`src/rtl/itcu_pkg.sv`:
```
// Purpose: Constants shared by the interval timer compare unit
// Assumes: 8-bit register port with 16-bit byte addresses
// Notes:   Bit positions are given for the two control registers and the flag register

package itcu_pkg;

  localparam int ADDR_W = 16;
  localparam int DATA_W = 8;

  localparam logic [15:0] ADDR_CTRL0    = 16'hffa0;
  localparam logic [15:0] ADDR_FLAGS    = 16'hffa1;
  localparam logic [15:0] ADDR_CMP_A    = 16'hffa2;
  localparam logic [15:0] ADDR_CMP_B    = 16'hffa3;
  localparam logic [15:0] ADDR_COUNT    = 16'hffa4;
  localparam logic [15:0] ADDR_CTRL1    = 16'hffa5;
  localparam logic [15:0] ADDR_IRQ_STAT = 16'hffa6;
  localparam logic [15:0] ADDR_IRQ_MASK = 16'hffa7;

  // timer_control_zero
  localparam int BIT_MATCH_IRQ_EN_B = 7;
  localparam int BIT_MATCH_IRQ_EN_A = 6;
  localparam int BIT_OVF_IRQ_EN     = 5;
  localparam int POS_CLEAR_SEL      = 3;
  localparam int POS_CLOCK_SEL      = 0;
  // timer_flags_and_output
  localparam int BIT_MATCH_FLAG_B   = 7;
  localparam int BIT_MATCH_FLAG_A   = 6;
  localparam int BIT_OVF_FLAG       = 5;
  localparam int POS_FLAGS          = 5;
  localparam int POS_OUT_SEL_B      = 2;
  localparam int POS_OUT_SEL_A      = 0;
  // timer_control_one
  localparam int POS_TRIG_EDGE      = 3;
  localparam int BIT_TRIG_EN        = 2;
  localparam int BIT_INT_CLK_SEL    = 0;

  localparam logic [7:0] CTRL0_RST      = 8'h00;
  localparam logic [7:0] FLAGS_RST      = 8'h00;
  localparam logic [7:0] FLAGS_ONES     = 8'h10;
  localparam logic [7:0] CTRL1_RST      = 8'h00;
  localparam logic [7:0] CTRL1_ONES     = 8'he2;
  localparam logic [7:0] CMP_RST        = 8'hff;
  localparam logic [7:0] COUNT_RST      = 8'h00;
  localparam logic [7:0] COUNT_MAX      = 8'hff;
  localparam logic [2:0] IRQ_MASK_RST   = 3'h7;
  localparam logic [6:0] PRESCALE_RST   = 7'h00;

  localparam logic [1:0] CLR_NONE    = 2'h0;
  localparam logic [1:0] CLR_MATCH_A = 2'h1;
  localparam logic [1:0] CLR_MATCH_B = 2'h2;
  localparam logic [1:0] CLR_TRIGGER = 2'h3;

  localparam logic [1:0] OUT_KEEP   = 2'h0;
  localparam logic [1:0] OUT_LOW    = 2'h1;
  localparam logic [1:0] OUT_HIGH   = 2'h2;
  localparam logic [1:0] OUT_TOGGLE = 2'h3;

  localparam logic [1:0] EDGE_NONE = 2'h0;
  localparam logic [1:0] EDGE_RISE = 2'h1;
  localparam logic [1:0] EDGE_FALL = 2'h2;
  localparam logic [1:0] EDGE_BOTH = 2'h3;

  localparam logic [2:0] CKS_DIV_4_8    = 3'h1;
  localparam logic [2:0] CKS_DIV_16_32  = 3'h2;
  localparam logic [2:0] CKS_DIV_64_128 = 3'h3;

endpackage : itcu_pkg

```
`src/rtl/itcu_timer.sv`:
```
// Purpose: 8-bit up-counting interval timer with two compare channels and overflow
// Assumes: Single clock clk_sys, 8-bit register port, read data one cycle after strobe
// Notes:   External count clock codes are not supported and stop the counter

`timescale 1ns/100ps
`default_nettype none

//Contract
// - Counter overflow sets the overflow flag in flag register bit 5.
// - Overflow flag clears only by reading it set, then writing zero.
// - Counter equal to compare A sets the match A flag, bit 6.
// - Counter equal to compare B sets the match B flag, bit 7.
// - Overflow raises an interrupt request only when control zero bit 5 is one.
// - Match A raises no request while control zero bit 6 is zero.
// - Match B raises no request while control zero bit 7 is zero.
// - Clear select bits 4:3 pick the clear condition; 00 never clears.
// - Clock code 011 with internal select one counts falling edges of clock/128.
// - Output select 3:2 set pin action on match B; 00 keeps the pin.
// - Output select 1:0 set pin action on match A; 00 keeps the pin.
// - Trigger edge bits 4:3 of control one pick the edge; 00 ignores trigger.
// - Trigger enable bit 2 gates counting; zero lets the pin not affect counting.
module itcu_timer (
  input  wire logic                          clk_sys,
  input  wire logic                          reset,
  input  wire logic [itcu_pkg::ADDR_W-1:0]   bus_addr,
  input  wire logic [itcu_pkg::DATA_W-1:0]   bus_wdata,
  input  wire logic                          bus_wr,
  input  wire logic                          bus_rd,
  output logic      [itcu_pkg::DATA_W-1:0]   bus_rdata,
  input  wire logic                          trigger_input_pin,
  output logic                               timer_output_pin,
  output logic                               irq
);
  import itcu_pkg::*;

  logic [7:0] ctrl0_r;
  logic [7:0] flags_r;
  logic [7:0] ctrl1_r;
  logic [7:0] cmp_a_r;
  logic [7:0] cmp_b_r;
  logic [7:0] count_r;
  logic [2:0] irq_stat_r;
  logic [2:0] irq_mask_r;
  logic [2:0] armed_r;
  logic [6:0] prescale_r;
  logic       trig_s1_r;
  logic       trig_s2_r;
  logic       trig_s3_r;
  logic       trig_run_r;
  logic       upd_r;
  logic [7:0] rdata_r;

  logic       wr_ctrl0;
  logic       wr_flags;
  logic       rd_flags;
  logic       wr_ctrl1;
  logic       wr_cmp_a;
  logic       wr_cmp_b;
  logic       wr_count;
  logic       wr_stat;
  logic       wr_mask;
  logic [1:0] clear_sel;
  logic [2:0] clock_sel;
  logic [1:0] edge_sel;
  logic       trig_en;
  logic [1:0] out_sel_a;
  logic [1:0] out_sel_b;
  logic [6:0] tap_mask;
  logic       prescale_hit;
  logic       count_gate;
  logic       tick;
  logic       trig_edge;
  logic       match_a;
  logic       match_b;
  logic       ovf_ev;
  logic       clr_now;
  logic [2:0] flag_ev;
  logic [2:0] flag_clr;
  logic [7:0] count_nxt;
  logic       pin_nxt;
  logic [7:0] rdata_nxt;

  // Prescaler bits that must all be one just before the selected divided clock falls
  function automatic logic [6:0] div_mask(input logic [2:0] cks, input logic icks);
    logic [6:0] m;
    m = 7'h00;
    unique case (cks)
      CKS_DIV_4_8:    m = icks ? 7'h07 : 7'h03;
      CKS_DIV_16_32:  m = icks ? 7'h1f : 7'h0f;
      CKS_DIV_64_128: m = icks ? 7'h7f : 7'h3f;
      default:        m = 7'h00;
    endcase
    return m;
  endfunction : div_mask

  function automatic logic out_apply(input logic cur, input logic hit, input logic [1:0] sel);
    logic v;
    v = cur;
    if (hit) begin
      unique case (sel)
        OUT_KEEP:   v = cur;
        OUT_LOW:    v = 1'b0;
        OUT_HIGH:   v = 1'b1;
        OUT_TOGGLE: v = ~cur;
      endcase
    end
    return v;
  endfunction : out_apply

  assign wr_ctrl0 = bus_wr && (bus_addr == ADDR_CTRL0);
  assign wr_flags = bus_wr && (bus_addr == ADDR_FLAGS);
  assign rd_flags = bus_rd && (bus_addr == ADDR_FLAGS);
  assign wr_ctrl1 = bus_wr && (bus_addr == ADDR_CTRL1);
  assign wr_cmp_a = bus_wr && (bus_addr == ADDR_CMP_A);
  assign wr_cmp_b = bus_wr && (bus_addr == ADDR_CMP_B);
  assign wr_count = bus_wr && (bus_addr == ADDR_COUNT);
  assign wr_stat  = bus_wr && (bus_addr == ADDR_IRQ_STAT);
  assign wr_mask  = bus_wr && (bus_addr == ADDR_IRQ_MASK);

  assign clear_sel = ctrl0_r[POS_CLEAR_SEL +: 2];
  assign clock_sel = ctrl0_r[POS_CLOCK_SEL +: 3];
  assign edge_sel  = ctrl1_r[POS_TRIG_EDGE +: 2];
  assign trig_en   = ctrl1_r[BIT_TRIG_EN];
  assign out_sel_a = flags_r[POS_OUT_SEL_A +: 2];
  assign out_sel_b = flags_r[POS_OUT_SEL_B +: 2];

  // Divider runs freely so that a clock change does not restart its phase
  always_ff @(posedge clk_sys or posedge reset) begin
    if (reset) begin
      prescale_r <= PRESCALE_RST;
    end else begin
      prescale_r <= prescale_r + 7'h01;
    end
  end

  assign tap_mask     = div_mask(clock_sel, ctrl1_r[BIT_INT_CLK_SEL]);
  assign prescale_hit = (tap_mask != 7'h00) && ((prescale_r & tap_mask) == tap_mask);

  // Trigger pin crosses into clk_sys; edges are taken from the second and third stages
  always_ff @(posedge clk_sys or posedge reset) begin
    if (reset) begin
      trig_s1_r <= 1'b0;
      trig_s2_r <= 1'b0;
      trig_s3_r <= 1'b0;
    end else begin
      trig_s1_r <= trigger_input_pin;
      trig_s2_r <= trig_s1_r;
      trig_s3_r <= trig_s2_r;
    end
  end

  always_comb begin
    trig_edge = 1'b0;
    unique case (edge_sel)
      EDGE_NONE: trig_edge = 1'b0;
      EDGE_RISE: trig_edge = trig_s2_r & ~trig_s3_r;
      EDGE_FALL: trig_edge = ~trig_s2_r & trig_s3_r;
      EDGE_BOTH: trig_edge = trig_s2_r ^ trig_s3_r;
    endcase
  end

  // With the trigger enabled, counting waits for the first selected edge
  always_ff @(posedge clk_sys or posedge reset) begin
    if (reset) begin
      trig_run_r <= 1'b0;
    end else if (!trig_en) begin
      trig_run_r <= 1'b0;
    end else if (trig_edge) begin
      trig_run_r <= 1'b1;
    end
  end

  assign count_gate = !trig_en || trig_run_r;
  assign tick       = prescale_hit && count_gate;

  // Matches are judged once per counter update, so a parked count sets a flag only once
  assign match_a = upd_r && (count_r == cmp_a_r);
  assign match_b = upd_r && (count_r == cmp_b_r);

  always_comb begin
    clr_now = 1'b0;
    unique case (clear_sel)
      CLR_NONE:    clr_now = 1'b0;
      CLR_MATCH_A: clr_now = match_a;
      CLR_MATCH_B: clr_now = match_b;
      CLR_TRIGGER: clr_now = trig_edge;
    endcase
  end

  assign ovf_ev = tick && !clr_now && !wr_count && (count_r == COUNT_MAX);

  always_comb begin
    count_nxt = count_r;
    if (wr_count) begin
      count_nxt = bus_wdata;
    end else if (clr_now) begin
      count_nxt = COUNT_RST;
    end else if (tick) begin
      count_nxt = count_r + 8'h01;
    end
  end

  always_ff @(posedge clk_sys or posedge reset) begin
    if (reset) begin
      count_r <= COUNT_RST;
      upd_r   <= 1'b0;
    end else begin
      count_r <= count_nxt;
      upd_r   <= wr_count || clr_now || tick;
    end
  end

  // Flag order {match B, match A, overflow} follows bits 7:5
  assign flag_ev  = {match_b, match_a, ovf_ev};
  assign flag_clr = (wr_flags ? ~bus_wdata[POS_FLAGS +: 3] : 3'h0) & armed_r;

  always_ff @(posedge clk_sys or posedge reset) begin
    if (reset) begin
      armed_r <= 3'h0;
    end else if (rd_flags) begin
      armed_r <= flags_r[POS_FLAGS +: 3];
    end else if (wr_flags) begin
      armed_r <= 3'h0;
    end
  end

  always_ff @(posedge clk_sys or posedge reset) begin
    if (reset) begin
      flags_r <= FLAGS_RST;
    end else begin
      flags_r[POS_FLAGS +: 3] <= flag_ev | (flags_r[POS_FLAGS +: 3] & ~flag_clr);
      if (wr_flags) begin
        flags_r[3:0] <= bus_wdata[3:0];
      end
    end
  end

  always_ff @(posedge clk_sys or posedge reset) begin
    if (reset) begin
      ctrl0_r <= CTRL0_RST;
      ctrl1_r <= CTRL1_RST;
      cmp_a_r <= CMP_RST;
      cmp_b_r <= CMP_RST;
    end else begin
      if (wr_ctrl0) begin
        ctrl0_r <= bus_wdata;
      end
      if (wr_ctrl1) begin
        ctrl1_r <= bus_wdata & ~CTRL1_ONES;
      end
      if (wr_cmp_a) begin
        cmp_a_r <= bus_wdata;
      end
      if (wr_cmp_b) begin
        cmp_b_r <= bus_wdata;
      end
    end
  end

  // Match B is applied to the result of match A, so a set or clear on B wins when both hit together
  assign pin_nxt = out_apply(out_apply(timer_output_pin, match_a, out_sel_a), match_b, out_sel_b);

  always_ff @(posedge clk_sys or posedge reset) begin
    if (reset) begin
      timer_output_pin <= 1'b0;
    end else begin
      timer_output_pin <= pin_nxt;
    end
  end

  // Requests latch only for enabled flags; the mask then gates the shared line
  always_ff @(posedge clk_sys or posedge reset) begin
    if (reset) begin
      irq_stat_r <= 3'h0;
      irq_mask_r <= IRQ_MASK_RST;
    end else begin
      irq_stat_r <= (flag_ev & ctrl0_r[7:5]) | (irq_stat_r & ~(wr_stat ? bus_wdata[2:0] : 3'h0));
      if (wr_mask) begin
        irq_mask_r <= bus_wdata[2:0];
      end
    end
  end

  assign irq = |(irq_stat_r & irq_mask_r);

  always_comb begin
    rdata_nxt = 8'h00;
    unique case (bus_addr)
      ADDR_CTRL0:    rdata_nxt = ctrl0_r;
      ADDR_FLAGS:    rdata_nxt = flags_r | FLAGS_ONES;
      ADDR_CMP_A:    rdata_nxt = cmp_a_r;
      ADDR_CMP_B:    rdata_nxt = cmp_b_r;
      ADDR_COUNT:    rdata_nxt = count_r;
      ADDR_CTRL1:    rdata_nxt = ctrl1_r | CTRL1_ONES;
      ADDR_IRQ_STAT: rdata_nxt = {5'h00, irq_stat_r};
      ADDR_IRQ_MASK: rdata_nxt = {5'h00, irq_mask_r};
      default:       rdata_nxt = 8'h00;
    endcase
  end

  always_ff @(posedge clk_sys or posedge reset) begin
    if (reset) begin
      rdata_r <= 8'h00;
    end else if (bus_rd) begin
      rdata_r <= rdata_nxt;
    end else begin
      rdata_r <= 8'h00;
    end
  end

  assign bus_rdata = rdata_r;

  property p_ovf_set;
    @(posedge clk_sys) disable iff (reset)
      ovf_ev |=> flags_r[BIT_OVF_FLAG] && (count_r == COUNT_RST);
  endproperty
  a_ovf_set: assert property (p_ovf_set) else $error("overflow did not set flag or wrap");

  property p_ovf_needs_read;
    @(posedge clk_sys) disable iff (reset)
      (wr_flags && !armed_r[0] && flags_r[BIT_OVF_FLAG]) |=> flags_r[BIT_OVF_FLAG];
  endproperty
  a_ovf_needs_read: assert property (p_ovf_needs_read) else $error("overflow flag cleared without read");

  property p_ovf_read_clear;
    @(posedge clk_sys) disable iff (reset)
      (rd_flags && flags_r[BIT_OVF_FLAG] && !ovf_ev) ##1 !(wr_flags || rd_flags)
        ##1 (wr_flags && !bus_wdata[BIT_OVF_FLAG] && !ovf_ev)
        |=> !flags_r[BIT_OVF_FLAG];
  endproperty
  a_ovf_read_clear: assert property (p_ovf_read_clear) else $error("read then zero write did not clear");

  property p_match_a;
    @(posedge clk_sys) disable iff (reset)
      (upd_r && (count_r == cmp_a_r)) |=> flags_r[BIT_MATCH_FLAG_A];
  endproperty
  a_match_a: assert property (p_match_a) else $error("match A flag not set");

  property p_match_b;
    @(posedge clk_sys) disable iff (reset)
      (upd_r && (count_r == cmp_b_r)) |=> flags_r[BIT_MATCH_FLAG_B];
  endproperty
  a_match_b: assert property (p_match_b) else $error("match B flag not set");

  property p_irq_ovf;
    @(posedge clk_sys) disable iff (reset)
      (ovf_ev && ctrl0_r[BIT_OVF_IRQ_EN] && irq_mask_r[0]) |=> irq;
  endproperty
  a_irq_ovf: assert property (p_irq_ovf) else $error("enabled overflow raised no interrupt");

  property p_irq_a_off;
    @(posedge clk_sys) disable iff (reset)
      (!ctrl0_r[BIT_MATCH_IRQ_EN_A] && !irq_stat_r[1]) |=> !irq_stat_r[1];
  endproperty
  a_irq_a_off: assert property (p_irq_a_off) else $error("disabled match A raised request");

  property p_irq_b_off;
    @(posedge clk_sys) disable iff (reset)
      (!ctrl0_r[BIT_MATCH_IRQ_EN_B] && !irq_stat_r[2]) |=> !irq_stat_r[2];
  endproperty
  a_irq_b_off: assert property (p_irq_b_off) else $error("disabled match B raised request");

  property p_no_clear;
    @(posedge clk_sys) disable iff (reset)
      ((clear_sel == CLR_NONE) && !wr_count && !tick) |=> $stable(count_r);
  endproperty
  a_no_clear: assert property (p_no_clear) else $error("counter changed with clearing disabled");

  property p_div128;
    @(posedge clk_sys) disable iff (reset)
      (tick && (clock_sel == CKS_DIV_64_128) && ctrl1_r[BIT_INT_CLK_SEL]) |-> (prescale_r == 7'h7f);
  endproperty
  a_div128: assert property (p_div128) else $error("divide by 128 count off its edge");

  property p_pin_keep_b;
    @(posedge clk_sys) disable iff (reset)
      (match_b && !match_a && (out_sel_b == OUT_KEEP)) |=> $stable(timer_output_pin);
  endproperty
  a_pin_keep_b: assert property (p_pin_keep_b) else $error("pin moved on match B with keep");

  property p_pin_keep_a;
    @(posedge clk_sys) disable iff (reset)
      (match_a && !match_b && (out_sel_a == OUT_KEEP)) |=> $stable(timer_output_pin);
  endproperty
  a_pin_keep_a: assert property (p_pin_keep_a) else $error("pin moved on match A with keep");

  property p_trig_ignored;
    @(posedge clk_sys) disable iff (reset)
      ((edge_sel == EDGE_NONE) && !trig_run_r) |=> !trig_run_r;
  endproperty
  a_trig_ignored: assert property (p_trig_ignored) else $error("trigger acted with no edge selected");

  property p_trig_off;
    @(posedge clk_sys) disable iff (reset)
      (!trig_en && prescale_hit) |-> tick;
  endproperty
  a_trig_off: assert property (p_trig_off) else $error("trigger gated counting while disabled");

  property p_set_wins;
    @(posedge clk_sys) disable iff (reset)
      (ovf_ev && wr_flags && armed_r[0] && !bus_wdata[BIT_OVF_FLAG]) |=> flags_r[BIT_OVF_FLAG];
  endproperty
  a_set_wins: assert property (p_set_wins) else $error("clear beat a same-cycle overflow");

endmodule : itcu_timer

`default_nettype wire

```
`config.mk`:
```
export PLATFORM = sky130hd
export DESIGN_NAME = itcu_timer
export DESIGN_NICKNAME = d
export VERILOG_FILES = /design/src/rtl/itcu_pkg.sv /design/src/rtl/itcu_timer.sv
export SDC_FILE = /design/constraint.sdc
export NUM_CORES = 1
export LEC_CHECK = 0
export BUFFER_PORTS_ARGS = -buffer_cell sky130_fd_sc_hd__buf_2
export CORE_MARGIN = 3
export CORE_UTILIZATION = 45
export CTS_BUF_LIST = sky130_fd_sc_hd__clkbuf_8
export DETAILED_ROUTE_END_ITERATION = 10
export PLACE_DENSITY_LB_ADDON = 0.2
export SLEW_MARGIN = 5
export SYNTH_ARGS = -nofsm -noshare
export SYNTH_HDL_FRONTEND = slang
export SYNTH_SLANG_ARGS = --single-unit
export TNS_END_PERCENT = 50
```
`constraint.sdc`:
```
create_clock -name clk_sys -period 3.45 [get_ports clk_sys]
set_clock_uncertainty 0.15 [all_clocks]
set_input_delay 0.69 -clock clk_sys [delete_from_list [all_inputs] [get_ports clk_sys]]
set_output_delay 0.69 -clock clk_sys [all_outputs]
set_load 0.005 [all_outputs]
```
==> results.md, run 1 <==
Outcome:
- The flow ran to the end, and the final reports show no timing, DRC or antenna violations.

Final layout:
- Leaving out fill and tap cells, the most frequent cells in the layout are sky130_fd_sc_hd__dfrtp_1, sky130_fd_sc_hd__buf_2, sky130_fd_sc_hd__nand2_1.
- In the final layout, the share of cells above drive strength 1 is 0.313.
- Excluding fillers, the count of instances in the completed layout stands at 504.
- The number of antenna cells inserted is 0.
- Compared with the post-synthesis result, the final layout area differs by 13.9%.
- The number of nets in the layout is 430.
- The count of fill cells added during filler insertion is 733.
- The finished layout cell area is 4350 um^2.
- The commonest non-fill, non-tap cell in the layout is sky130_fd_sc_hd__dfrtp_1.

GRT:
- After global routing the overflow that remains totals 0.
- Entering global routing, the biggest net connects 74 pins.
- The number of antenna violations at the first check in global routing is 0.
- The first global-routing pass estimated 16300 um of wire.
- The via count of the first global-routing pass is 3043.
- The global-route total usage across every layer is 0.219.

Worst setup path:
- The worst setup path is launched from a primary input.
- The peak fanout along the critical path is 7.
- The category of the critical setup timing path is primary input to flop.
- The data required time of the critical path is 3540 ps.
- Data on the critical path arrives at its endpoint at 3010 ps.
- STA classifies the critical path endpoint as a flop.

Yosys:
- After synthesis, the largest family of logic cells by area is simple AND/OR/NAND/NOR gates.
- The sequential-to-total area share from yosys stat is 0.485.
- The synthesized cell area is 3820 um^2.
- Of the total synthesized cell area, the portion taken by AND, OR, NAND and NOR gates is 0.160.
- The number of nets produced by synthesis is 389.
- The synthesis warning total is 0.
- After synthesis the netlist holds a flip-flop and latch count of 73.
- The xor/xnor share of the synthesized area is 0.0505.
- The proportion of register bits with asynchronous set or reset after synthesis is 1.00.
- The average cell area after synthesis is 10.7 um^2.
- Yosys mapped a number of flops with a built-in enable equal to 0.
- The predominant post-synthesis flop cell is sky130_fd_sc_hd__dfrtp_1.
- The distinct cell type count of the synthesized netlist is 60.
- The fraction of the mapped netlist area in compound gates came to 0.141.
- The share of cell area taken by muxes after synthesis is 0.113.
- Of the total synthesized cell area, the portion taken by full adders, half adders and majority gates is 0.0131.
- Counting every instance in the synthesized netlist gives 356.

Power:
- The clock network power share is 0.428.
- Overall power consumption after layout is estimated at 0.00163 W.
- The share of total power dissipated in sequential elements is 0.526.
- Dividing total power by cell area gives a power density of 376 nW/um^2.
- The worst-case IR drop observed on VDD is 0.186 mV.
- The internal power is 0.00125 W.
- The switching power total is 0.000381 W.
- The total leakage power is 1.92 nW.
- Of the total power, the share spent switching nets is 0.234.
- The combinational cell fraction of total power is 0.046.

STA:
- The highest clock rate is 342 MHz.
- Setup repair after global routing left no endpoint under its margin.
- The worst pin sits at a relative slew slack of 0.391.
- At the pin with the least slew margin, the transition time is 914 ps.
- Adding up every negative setup slack in the final design gives 0 ps.
- The final hold violation count came to 0.
- The post-layout minimum cycle time is 2920 ps.
- The final number of max-transition violations is 0.
- Hold is met by 201 ps.
- Dividing the final minimum period by the clock period gives 0.848.
- Setup violations remaining at the end of the flow were counted as 0.

CTS:
- The latest clock arrival within the worst-skew pair is 350 ps.
- The root buffer cell chosen for the clock tree is sky130_fd_sc_hd__clkbuf_8.
- The number of clock buffers inserted by TritonCTS is 9.
- The depth of the CTS H-tree is 3.
- Once the clock tree was built, the setup fixing pass inserted 0 buffers.
- The maximum count of clock buffers along a single path is 2.
- CTS saw 73 sinks.
- Clock-pin slew was measured on the worst setup and hold paths at 80 ps.
- The clock tree from TritonCTS is yes.
- Gates resized during post-CTS repair numbered 0.
- The cts-stage hold buffer count is 0.

Placed design:
- The total cell area at the placement stage is 4140 um^2.
- Once detailed placement completed, the half-perimeter wirelength came to 6990 um.
- The number of port buffers is 38.
- Including well taps, the total number of placed cells is 488.
- The congestion estimate from routability-driven global placement came to 0.861.

Floorplanning:
- The region available for standard cell placement spans 7970 um^2.
- The initial utilization of the core area, before any placement, comes to 0.479.
- The die span in x is 98.1 um.
- The die is 98.1 um tall.
- The number of core rows is 32.
- The die covers 9620 um^2.
- The number of top-level design ports is 39.

Routing:
- The detailed router finished its first iteration with 286 violations.
- Summing over every cut layer, the via total after detailed routing is 3039.
- In the routed design, unresolved DRC markers number 0.
- The detail-routed net length per standard cell is 19.4 um.
- The total detailed-routing wirelength is 9770 um.
- The post-detailed-route via-to-cell ratio is 6.03.
- The first detailed-routing pass ran for 5 iterations.
- The detail route stage leaves a number of antenna-violating nets equal to 0.

Flow run:
- The tool flagged a number of max-cap violations equal to 0.

Min path:
- The worst hold path belongs to the class flop to flop.
cell families after synthesis:
kind of cell,Yosys count
buffers and inverters,33
adders and majority gates,4
AOI/OAI and AO/OA,76
and+or+nand+nor,110
xor gates and xnor gates,22
DFF,73
muxes,38
path summary, 6_finish.rpt:
path | cells after the start | slack, ps | from | to
setup reg to reg | 6 | 910 | count_r[5]$_DFFE_PP0P_ | irq_stat_r[0]$_DFF_PP0_
max in group asynchronous | 3 | 2100 | reset | count_r[4]$_DFFE_PP0P_
min in group asynchronous | 3 | 470 | reset | bus_rdata[0]$_DFF_PP0_
setup / recovery | 6 | 530 | bus_addr[3] | flags_r[0]$_DFFE_PP0P_
hold reg to reg | 0 | 200 | trig_s1_r$_DFF_PP0_ | trig_s2_r$_DFF_PP0_
hold / removal | 0 | 200 | trig_s1_r$_DFF_PP0_ | trig_s2_r$_DFF_PP0_
flip-flops by register name, summed over array words and instances (netlist names), 3 cells and up:
signal      flops
ctrl0_r         8
armed_r         3
flags_r         7
irq_mask_r      3
cmp_b_r         8
cmp_a_r         8
irq_stat_r      3
count_r         8
ctrl1_r         4
prescale_r      7
bus_rdata       8
through the flow:
stage	utilization	setup slack [ps]
floorplan	-	511
global placement	0.520	183
detailed placement	0.520	173
CTS	0.546	550
global route	0.546	462
finish	0.546	526
cell type report:
type                    instances  area (um^2)  share of cell area
clock buffers                  11          151              0.0348
clock inverters                 5         55.1              0.0127
inverters                      14         52.6              0.0121
multi-input cells             250         1820               0.420
flip-flops and latches         73         1850               0.426
well taps                     102          128              0.0294
repair buffers                 49          285              0.0656
synthesized netlist by cell type (6+ instances only):
cell type / instances / area [um^2]
sky130_fd_sc_hd__nor2_1: 14 / 52.6
sky130_fd_sc_hd__clkbuf_1: 12 / 45.0
sky130_fd_sc_hd__a222oi_1: 6 / 60.1
sky130_fd_sc_hd__a211oi_1: 6 / 45.0
sky130_fd_sc_hd__nor3_1: 8 / 40.0
sky130_fd_sc_hd__dfstp_2: 19 / 499
sky130_fd_sc_hd__mux2_2: 31 / 349
sky130_fd_sc_hd__nand3_1: 11 / 55.1
sky130_fd_sc_hd__a21oi_1: 13 / 65.1
sky130_fd_sc_hd__nor4_1: 7 / 43.8
sky130_fd_sc_hd__inv_1: 14 / 52.6
sky130_fd_sc_hd__dfrtp_1: 54 / 1350
sky130_fd_sc_hd__o21ai_0: 15 / 75.1
sky130_fd_sc_hd__nand2_1: 35 / 131
sky130_fd_sc_hd__mux2i_1: 6 / 60.1
sky130_fd_sc_hd__xnor2_1: 21 / 184
sky130_fd_sc_hd__a31oi_1: 7 / 43.8
worst max-delay path: stages:
cell	delay (ps)
sky130_fd_sc_hd__buf_2	90
sky130_fd_sc_hd__or4b_1	530
sky130_fd_sc_hd__or4_1	740
sky130_fd_sc_hd__nor2_4	220
sky130_fd_sc_hd__and3_1	370
sky130_fd_sc_hd__mux2_2	370
metal layers:
metal,track usage,part of all wire,vias up
met1,0.301,0.43,1491
met5,0,0,-
met3,0.0657,0.095,21
met4,0.0756,0.022,0
li1,-,-,1385
met2,0.329,0.45,142
power groups by stage:
stage	Sequential, W	Clock [W]	Combinational, W
6_report	0.000859	0.000698	0.0000749
5_1_grt	0.000860	0.000765	0.0000833
4_1_cts	0.000859	0.000714	0.0000756
3_5_place_dp	0.000875	0	0.0000754
3_3_place_gp	0.000875	0	0.0000741
2_1_floorplan	0.000875	0	0.0000401
(Power assumes the default switching activity.)
==> run 2, diff against run 1 <==
--- a/config.mk
+++ b/config.mk
@@ -5,6 +5,7 @@
 export SDC_FILE = /design/constraint.sdc
 export NUM_CORES = 1
 export LEC_CHECK = 0
+export ABC_AREA = 1
 export BUFFER_PORTS_ARGS = -buffer_cell sky130_fd_sc_hd__buf_2
 export CORE_MARGIN = 3
 export CORE_UTILIZATION = 45
==> constraint.sdc (replaced) <==
create_clock -name clk_sys -period 2.7 [get_ports clk_sys]
set_clock_uncertainty 0.15 [all_clocks]
set_input_delay 0.54 -clock clk_sys [delete_from_list [all_inputs] [get_ports clk_sys]]
set_output_delay 0.54 -clock clk_sys [all_outputs]
set_load 0.005 [all_outputs]
==> run 2 against run 1 <==
  * Cell count is 44% higher
  * Critical path depth is 5 higher
  * Worst hold slack worse by 61 ps
==> results.md, run 2 <==
GRT:
- The global-route total usage across every layer is 0.223 (+0.00476).
- The total congestion overflow is 0 (unchanged).
- The pin count of the biggest net entering global routing was 44 (-41%).
- The first-pass GRT wire length is 19100 um (+17%).
- The number of antenna violations at the first check in global routing is 0 (unchanged).
- The via count of the first global-routing pass is 3646 (+20%).

STA:
- The final number of max-transition violations is 0 (unchanged).
- The slew of the pin with the lowest slew margin is 567 ps (-347 ps).
- Setup repair after global routing left no endpoint under its margin.
- The number of endpoints failing setup at the final stage is 0 (unchanged).
- The final hold violation count is 0 (unchanged).
- In the finished design, the share of the clock period the worst path needs comes to 0.712.
- The relative slew slack was 0.622 (+0.231).
- The setup slack of the critical path after layout is 777 ps (+251 ps).
- The routed design could run at a clock period as short as 1920 ps.
- The final hold slack is 140 ps (-60.5 ps).
- The highest clock rate is 520 MHz.
- The sum of negative setup slack is 0 ps (unchanged).

Yosys:
- The portion of synthesized cell area occupied by the leading cell type is 0.314 (-0.0405).
- The distinct cell type count of the synthesized netlist is 41 (-32%).
- The synthesis warning total came to 0 (unchanged).
- The sequential-to-total area share from yosys stat came to 0.429 (-0.0555).
- By area the synthesized netlist is led by sky130_fd_sc_hd__dfrtp_1, sky130_fd_sc_hd__nand2_1, sky130_fd_sc_hd__dfstp_2, sky130_fd_sc_hd__inv_1, sky130_fd_sc_hd__nand3_1.
- The synthesized cell area is 4310 um^2 (+13%).
- The average cell area after synthesis was 7.83 um^2 (-27%).
- The number of cells produced by synthesis was 550 (+54%).
- The synthesis-stage register bit count is 73 (unchanged).
- The number of nets produced by synthesis is 583 (+50%).
- Ranked by instance count, the synthesized netlist is headed by sky130_fd_sc_hd__nand2_1, sky130_fd_sc_hd__inv_1, sky130_fd_sc_hd__dfrtp_1.
- The predominant post-synthesis flop cell is sky130_fd_sc_hd__dfrtp_1.
- The most numerous cell in the Yosys netlist is sky130_fd_sc_hd__nand2_1.
- The proportion of register bits with asynchronous set or reset after synthesis is 1.00 (unchanged).
- The largest total area in the synthesized netlist belongs to sky130_fd_sc_hd__dfrtp_1.
- The number of flops mapped to enable cells by yosys is 0 (unchanged).

CTS:
- The number of post-CTS setup repair buffers came to 0 (unchanged).
- TritonCTS built the clock tree.
- The maximum count of clock buffers along a single path is 2 (unchanged).
- The depth of the CTS H-tree is 3 (unchanged).
- The root buffer cell is sky130_fd_sc_hd__clkbuf_8.
- The number of sinks handled by clock tree synthesis is 73 (unchanged).
- The latest clock arrival within the worst-skew pair is 350 ps (about the same).
- The number of clock buffers inserted by TritonCTS came to 9 (unchanged).
- The clock transition time at the flip-flop clock pins of the worst setup and hold paths is 80 ps (about the same).

Worst setup path:
- The kind of start point of the critical path is a flop.
- The critical path in this run is classified as flop to flop.
- The largest stage delay on the critical path is 580 ps (-160 ps).
- The data arrival time of the critical path came to 2020 ps (-990 ps).
- The data required time of the critical path is 2800 ps (-740 ps).
- Traced cell by cell, the critical path runs through inv_1, nand2_1, nand2_1, nor2_1, nand3_4, nand2_4, nand2_4, nand3_1, nand2_1, nand2_1, inv_1.
- The largest delay contributor family on the critical path is simple AND/OR/NAND/NOR gates.
- The type of element capturing the critical path is a flop.
- The cell at the slowest stage of the critical path is sky130_fd_sc_hd__dfstp_2.
- The worst path buffer plus inverter count is 2 (+1).
- The peak fanout along the critical path is 9 (+2).
- In this design, the critical path's most frequently occurring cell is sky130_fd_sc_hd__nand2_1.

Final layout:
- The number of nets in the layout is 627 (+46%).
- Leaving out fill and tap cells, the most frequent cell in the layout is sky130_fd_sc_hd__nand2_1.
- The layout overhead on the synthesized area is 12.4%.
- The proportion of layout cells with a drive suffix above 1 came to 0.234 (-0.0797).
- The library cells used most frequently in the layout, excluding fill and tap cells, are sky130_fd_sc_hd__nand2_1, sky130_fd_sc_hd__inv_1, sky130_fd_sc_hd__dfrtp_1.
- The footprint of the flip-flops and latches is 1850 um^2 (unchanged).
- The area of combinational cells with multiple inputs came to 2090 um^2 (+14%).
- The number of antenna cells inserted is 0 (unchanged).
- The count of fill cells added during filler insertion came to 945 (+29%).
- The final core utilization is 0.522 (-0.0238).

Routing:
- The final antenna-violating net count is 0 (unchanged).
- The detail-routed net length per standard cell is 16.2 um (-17%).
- The count of unresolved DRC violations after routing is 0 (unchanged).
- The number of iterations in the first detailed-routing pass is 5 (unchanged).
- The total detailed-routing wirelength is 11800 um (+21%).
- The number of DRC markers in iteration 0 is 229 (-20%).
- The count of vias placed by the detailed router is 3808 (+25%).
- The post-detailed-route via-to-cell ratio came to 5.23 (-13%).

Placed design:
- The number of port buffers was 38 (unchanged).
- The total half-perimeter wirelength after legalization and detailed placement was 9100 um (+30%).
- The post-place setup slack was 522 ps (+349 ps).
- The routability-driven placement congestion ratio is 0.928 (+7.7%).

Floorplanning:
- The number of top-level design ports is 39 (unchanged).
- The area of the placeable core is 9280 um^2 (+17%).
- The die span in x is 104 um (+5.9%).
- The die area is 10800 um^2 (+12%).
- The initial core utilization is 0.464 (-0.0148).
- The number of core rows is 35 (+9.4%).
- The die outline height is 104 um (+5.9%).

Power:
- The worst vdd rail ir drop is 0.242 mV (+31%).
- The combinational cell fraction of total power is 0.046 (about the same).
- The total power density per cell area is 453 nW/um^2 (+21%).
- The sequential fraction of design power is 0.500 (-0.026).
- The clock network power share is 0.454 (+0.026).
- The total leakage power is 2.36 nW (+23%).
- The net switching fraction of the power is 0.239 (+0.00509).
- The total design power came to 0.00220 W (+35%).
- The switching power total was 0.000524 W (+37%).
- The internal power was 0.00167 W (+34%).

Min path:
- The min-delay analysis places its worst path in the category primary input to flop.

Flow run:
- The total of max-cap violations is 0 (unchanged).

Outcome:
- The run finished with clean final reports.
==> run 2: cell types whose count changed after synthesis, sizes merged, moves of 17 or more <==
cell   change
nand3     +40
mux2      -31
nor2      +27
nand2    +133
xnor2     -17
o21ai     +49
inv       +66
==> run 2: path summary, 6_finish.rpt <==
| check | start | endpoint | slack [ps] | depth (start not counted) |
|---|---|---|---|---|
| min | trigger_input_pin | trig_s1_r$_DFF_PP0_ | 140 | 1 |
| min in group asynchronous | reset | trig_s2_r$_DFF_PP0_ | 420 | 3 |
| max reg2reg | cmp_a_r[3]$_DFFE_PP1P_ | count_r[6]$_DFFE_PP0P_ | 780 | 11 |
| max in group asynchronous | reset | cmp_b_r[0]$_DFFE_PP1P_ | 1230 | 4 |
| max | cmp_a_r[3]$_DFFE_PP1P_ | count_r[6]$_DFFE_PP0P_ | 780 | 11 |
| min reg2reg | trig_s1_r$_DFF_PP0_ | trig_s2_r$_DFF_PP0_ | 220 | 0 |
==> run 2: repair_timing <==
action / 4_1_cts / 5_1_grt
gates resized for setup: 0 / 0
hold buffers: 1 / 0
endpoints found under the hold margin: 2 / 0
==> run 2: area by class of cell <==
class	instances	share of cell area
clock inverters	6	0.0186
well taps	129	0.0333
inverters	80	0.0625
flip-flops and latches	73	0.382
repair buffers	41	0.0444
clock buffers	10	0.0284
multi-input cells	389	0.431
==> run 2: logic make-up after synthesis <==
kind of cell	count (synthesis)	share of synthesized area
adder cells (fa/ha/maj)	4	0.0116
AO/OA/AOI/OAI	81	0.108
XOR/XNOR	13	0.0282
buffers and inverters	88	0.0865
AND/OR/NAND/NOR	291	0.337
flip-flops	73	0.429
==> run 2: metal layers <==
metal  part of all wire  vias to the layer above  global-route usage
met2               0.43                      143               0.333
li1                   -                     1862                   -
met4              0.041                        0               0.104
met1               0.47                     1767               0.318
met3              0.063                       36              0.0379
met5                  0                        -                   0
==> run 2: per-stage QoR <==
stage,instances,cell area (um^2)
after floorplan,550,4310
after global placement,711,4610
after detailed placement,711,4610
after CTS,728,4840
after global routing,728,4840
final,728,4840
==> run 2: power by group through the flow <==
stage	clock (W)	combinational [W]	sequential (W)
after floorplan	0	0.0000507	0.00112
after global placement	0	0.000100	0.00112
after detailed placement	0	0.000101	0.00112
after CTS	0.00101	0.000103	0.00110
after global routing	0.00106	0.000113	0.00110
final	0.000996	0.000101	0.00110
==> run 2: worst register-to-register path, stage by stage (launching register included) <==
cell                      delay [ps]
sky130_fd_sc_hd__dfstp_2         580
sky130_fd_sc_hd__inv_1            80
sky130_fd_sc_hd__nand2_1          80
sky130_fd_sc_hd__nand2_1          60
sky130_fd_sc_hd__nor2_1          220
sky130_fd_sc_hd__nand3_4         180
sky130_fd_sc_hd__nand2_4         100
sky130_fd_sc_hd__nand2_4          90
sky130_fd_sc_hd__nand3_1         100
sky130_fd_sc_hd__nand2_1          50
sky130_fd_sc_hd__nand2_1          80
sky130_fd_sc_hd__inv_1            50
==> run 3, diff against run 2 <==
==> constraint.sdc (replaced) <==
create_clock -name clk_sys -period 1.6 [get_ports clk_sys]
set_clock_uncertainty 0.15 [all_clocks]
set_input_delay 0.32 -clock clk_sys [delete_from_list [all_inputs] [get_ports clk_sys]]
set_output_delay 0.32 -clock clk_sys [all_outputs]
set_load 0.005 [all_outputs]
==> run 3 against run 2 <==
  * The flow now finishes with violations (negative setup slack)
  * Highest routed layer unchanged
  * Combinational power grew 85%
  * Count of clock-buffer cells in the layout is the same
  * Global-route usage grew 1.7 points
  * Core utilization grew 9.3 points
  * Via count grew 10%
  * Sequential share of layout area shrank 5.6 points
  * Register-to-register slack lost 990 ps
  * Flip-flop and latch count is the same
  * Routed wire length grew 9.2%
  * Die area is the same
==> results.md, run 3 (synthesis gave the netlist of run 2 again) <==
Placed design:
- The total cell area at the placement stage was 5260 um^2 (+14%).
- The total half-perimeter wirelength after legalization and detailed placement was 9620 um (+5.8%).
- The number of port buffers is 38 (unchanged).
- The routability-driven placement congestion ratio is 0.967 (+4.2%).
- The post-place setup slack is -333 ps (-855 ps).

CTS:
- TritonCTS built the clock tree.
- The clock transition time at the flip-flop clock pins of the worst setup and hold paths is 80 ps (about the same).
- The latest clock arrival within the worst-skew pair is 350 ps (about the same).
- Clock tree synthesis selected as its root buffer the cell sky130_fd_sc_hd__clkbuf_8.
- The maximum count of clock buffers along a single path was 2 (unchanged).
- The number of sinks handled by clock tree synthesis is 73 (unchanged).
- The number of clock buffers inserted by TritonCTS was 9 (unchanged).
- The depth of the CTS H-tree was 3 (unchanged).

Routing:
- The count of unresolved DRC violations after routing is 0 (unchanged).
- The final antenna-violating net count is 0 (unchanged).
- The post-detailed-route via-to-cell ratio is 5.14 (-1.8%).
- The count of vias placed by the detailed router is 4196 (+10%).
- The number of iterations in the first detailed-routing pass is 5 (unchanged).
- The total detailed-routing wirelength is 12900 um (+9.2%).
- The number of DRC markers in iteration 0 was 337 (+47%).
- The detail-routed net length per standard cell came to 15.7 um (-2.7%).

STA:
- The slew of the pin with the lowest slew margin is 396 ps (-171 ps).
- The highest clock rate is 551 MHz (+6.0%).
- The relative slew slack is 0.736 (+0.114).
- The final number of max-transition violations is 0 (unchanged).
- The final hold violation count is 0 (unchanged).
- The final critical-path share of the clock period is 1.13 (+0.422).
- Setup repair after global routing could not meet its margin everywhere.
- The final hold slack is 68.0 ps (-72.2 ps).
- The post-layout minimum cycle time is 1810 ps (-108 ps).
- The number of endpoints failing setup at the final stage came to 13 (+13).
- The setup slack of the critical path after layout was -215 ps (-992 ps).

Worst setup path:
- The kind of start point of the critical path is a flop.
- In this design, the largest share of critical-path delay is due to simple AND/OR/NAND/NOR gates.
- STA classifies the critical path endpoint as a flop.
- The data arrival time of the critical path is 1950 ps (-70 ps).
- The largest individual stage delay along the critical path comes from the cell sky130_fd_sc_hd__dfstp_2.
- The number of cells traversed by the worst register-to-register path is 10 (-1).
- The largest stage delay on the critical path is 540 ps (-40 ps).
- The logic depth of the worst path, buffers included is 10 (-1).
- The worst path buffer plus inverter count was 1 (-1).
- The peak fanout along the critical path came to 8 (-1).
- The data required time of the critical path was 1740 ps (-1060 ps).
- Traced cell by cell, the critical path runs through inv_1, nand2_1, nand4_1, nor2_2, nand3_2, nor2_4, nor2_8, nand2_8, nand2_2, nand2_2.
- The most used cell along the critical path is sky130_fd_sc_hd__nand2_2.
- The critical path is of the flop to flop type.

Min path:
- The kind of path behind the tightest hold check is primary input to flop.
- The worst hold path stage count was 3 (+2).

Flow run:
- The total of max-cap violations is 0 (unchanged).

Power:
- The total power density per cell area is 644 nW/um^2 (+42%).
- The worst vdd rail ir drop is 0.356 mV (+47%).
- The total leakage power is 2.85 nW (+21%).
- The total design power is 0.00367 W (+67%).

Final layout:
- The number of nets in the layout is 716 (+14%).
- The proportion of layout cells with a drive suffix above 1 is 0.392 (+0.159).
- Leaving out fill and tap cells, the most frequent cell in the layout is sky130_fd_sc_hd__nand2_1.
- The finished layout cell area is 5700 um^2 (+18%).
- In the layout the commonest cells are sky130_fd_sc_hd__nand2_1, sky130_fd_sc_hd__buf_4, sky130_fd_sc_hd__inv_1.
- From synthesis to final layout, the design area changed by 32.3%.
- The final core utilization is 0.614 (+0.0926).
- The number of antenna cells inserted came to 0 (unchanged).

Floorplanning:
- The die span in x is 104 um (unchanged).
- The number of top-level design ports is 39 (unchanged).
- The die area was 10800 um^2 (unchanged).
- The number of core rows is 35 (unchanged).
- The initial core utilization came to 0.464 (unchanged).
- The die outline height was 104 um (unchanged).
- The area of the placeable core is 9280 um^2 (unchanged).

GRT:
- The pin count of the biggest net entering global routing was 74 (+68%).
- The via count of the first global-routing pass is 4015 (+10%).
- The total congestion overflow came to 0 (unchanged).
- The number of antenna violations at the first check in global routing came to 0 (unchanged).
- The first-pass GRT wire length is 20500 um (+7.5%).
- The global-route total usage across every layer is 0.241 (+0.0171).

Outcome:
- The final reports fail on negative setup slack.
- The run finished, with violations left.
==> run 3: per-layer routing <==
layer | up-vias | global-route usage | part of all wire
li1 | 2033 | - | -
met1 | 1967 | 0.328 | 0.44
met2 | 160 | 0.381 | 0.46
met3 | 36 | 0.0348 | 0.061
met4 | 0 | 0.110 | 0.037
met5 | - | 0 | 0
==> run 3: layout make-up <==
class                      instances  area (um^2)
fill                             824         3580
clock inverter                     6         82.6
inverter                          80          314
tap                              129          161
clock buffer                      10          138
sequential                        73         1860
multi-input combinational        391         2230
timing repair buffer             128          920
==> run 3: stage by stage <==
stage               TNS, ps  std cells
floorplan              -290        550
global placement      -8290        793
detailed placement   -11200        793
CTS                   -2090        815
global route          -3370        817
finish                -2140        817
==> run 3: repair_timing <==
item                                    CTS  global route
pin swaps                                12             9
endpoints found under the setup margin   15            25
endpoints found under the hold margin    55             0
hold buffers                              2             0
resized for setup                        29            31
setup buffers                             2             2
cloned                                    2             0
==> run 3: path summary, 6_finish.rpt <==
kind / startpoint / endpoint / slack, ps
max: cmp_a_r[3]$_DFFE_PP1P_ / count_r[5]$_DFFE_PP0P_ / -210
min: bus_wdata[0] / flags_r[0]$_DFFE_PP0P_ / 70
max reg2reg: cmp_a_r[3]$_DFFE_PP1P_ / count_r[5]$_DFFE_PP0P_ / -210
min reg2reg: trig_s1_r$_DFF_PP0_ / trig_s2_r$_DFF_PP0_ / 210
max in group asynchronous: reset / cmp_a_r[1]$_DFFE_PP1P_ / 490
min in group asynchronous: reset / trig_s2_r$_DFF_PP0_ / 470
==> run 3: report_power, final <==
part | switching [W] | total [W] | internal [W]
logic | 0.000130 | 0.000187 | 0.0000575
clock network | 0.000719 | 0.00163 | 0.000913
registers | 0.00000265 | 0.00185 | 0.00185
==> run 3: worst register-to-register path, stage by stage, from the launching register on <==
cell,delay [ps]
sky130_fd_sc_hd__dfstp_2,540
sky130_fd_sc_hd__inv_1,50
sky130_fd_sc_hd__nand2_1,80
sky130_fd_sc_hd__nand4_1,100
sky130_fd_sc_hd__nor2_2,170
sky130_fd_sc_hd__nand3_2,120
sky130_fd_sc_hd__nor2_4,220
sky130_fd_sc_hd__nor2_8,100
sky130_fd_sc_hd__nand2_8,110
sky130_fd_sc_hd__nand2_2,60
sky130_fd_sc_hd__nand2_2,50
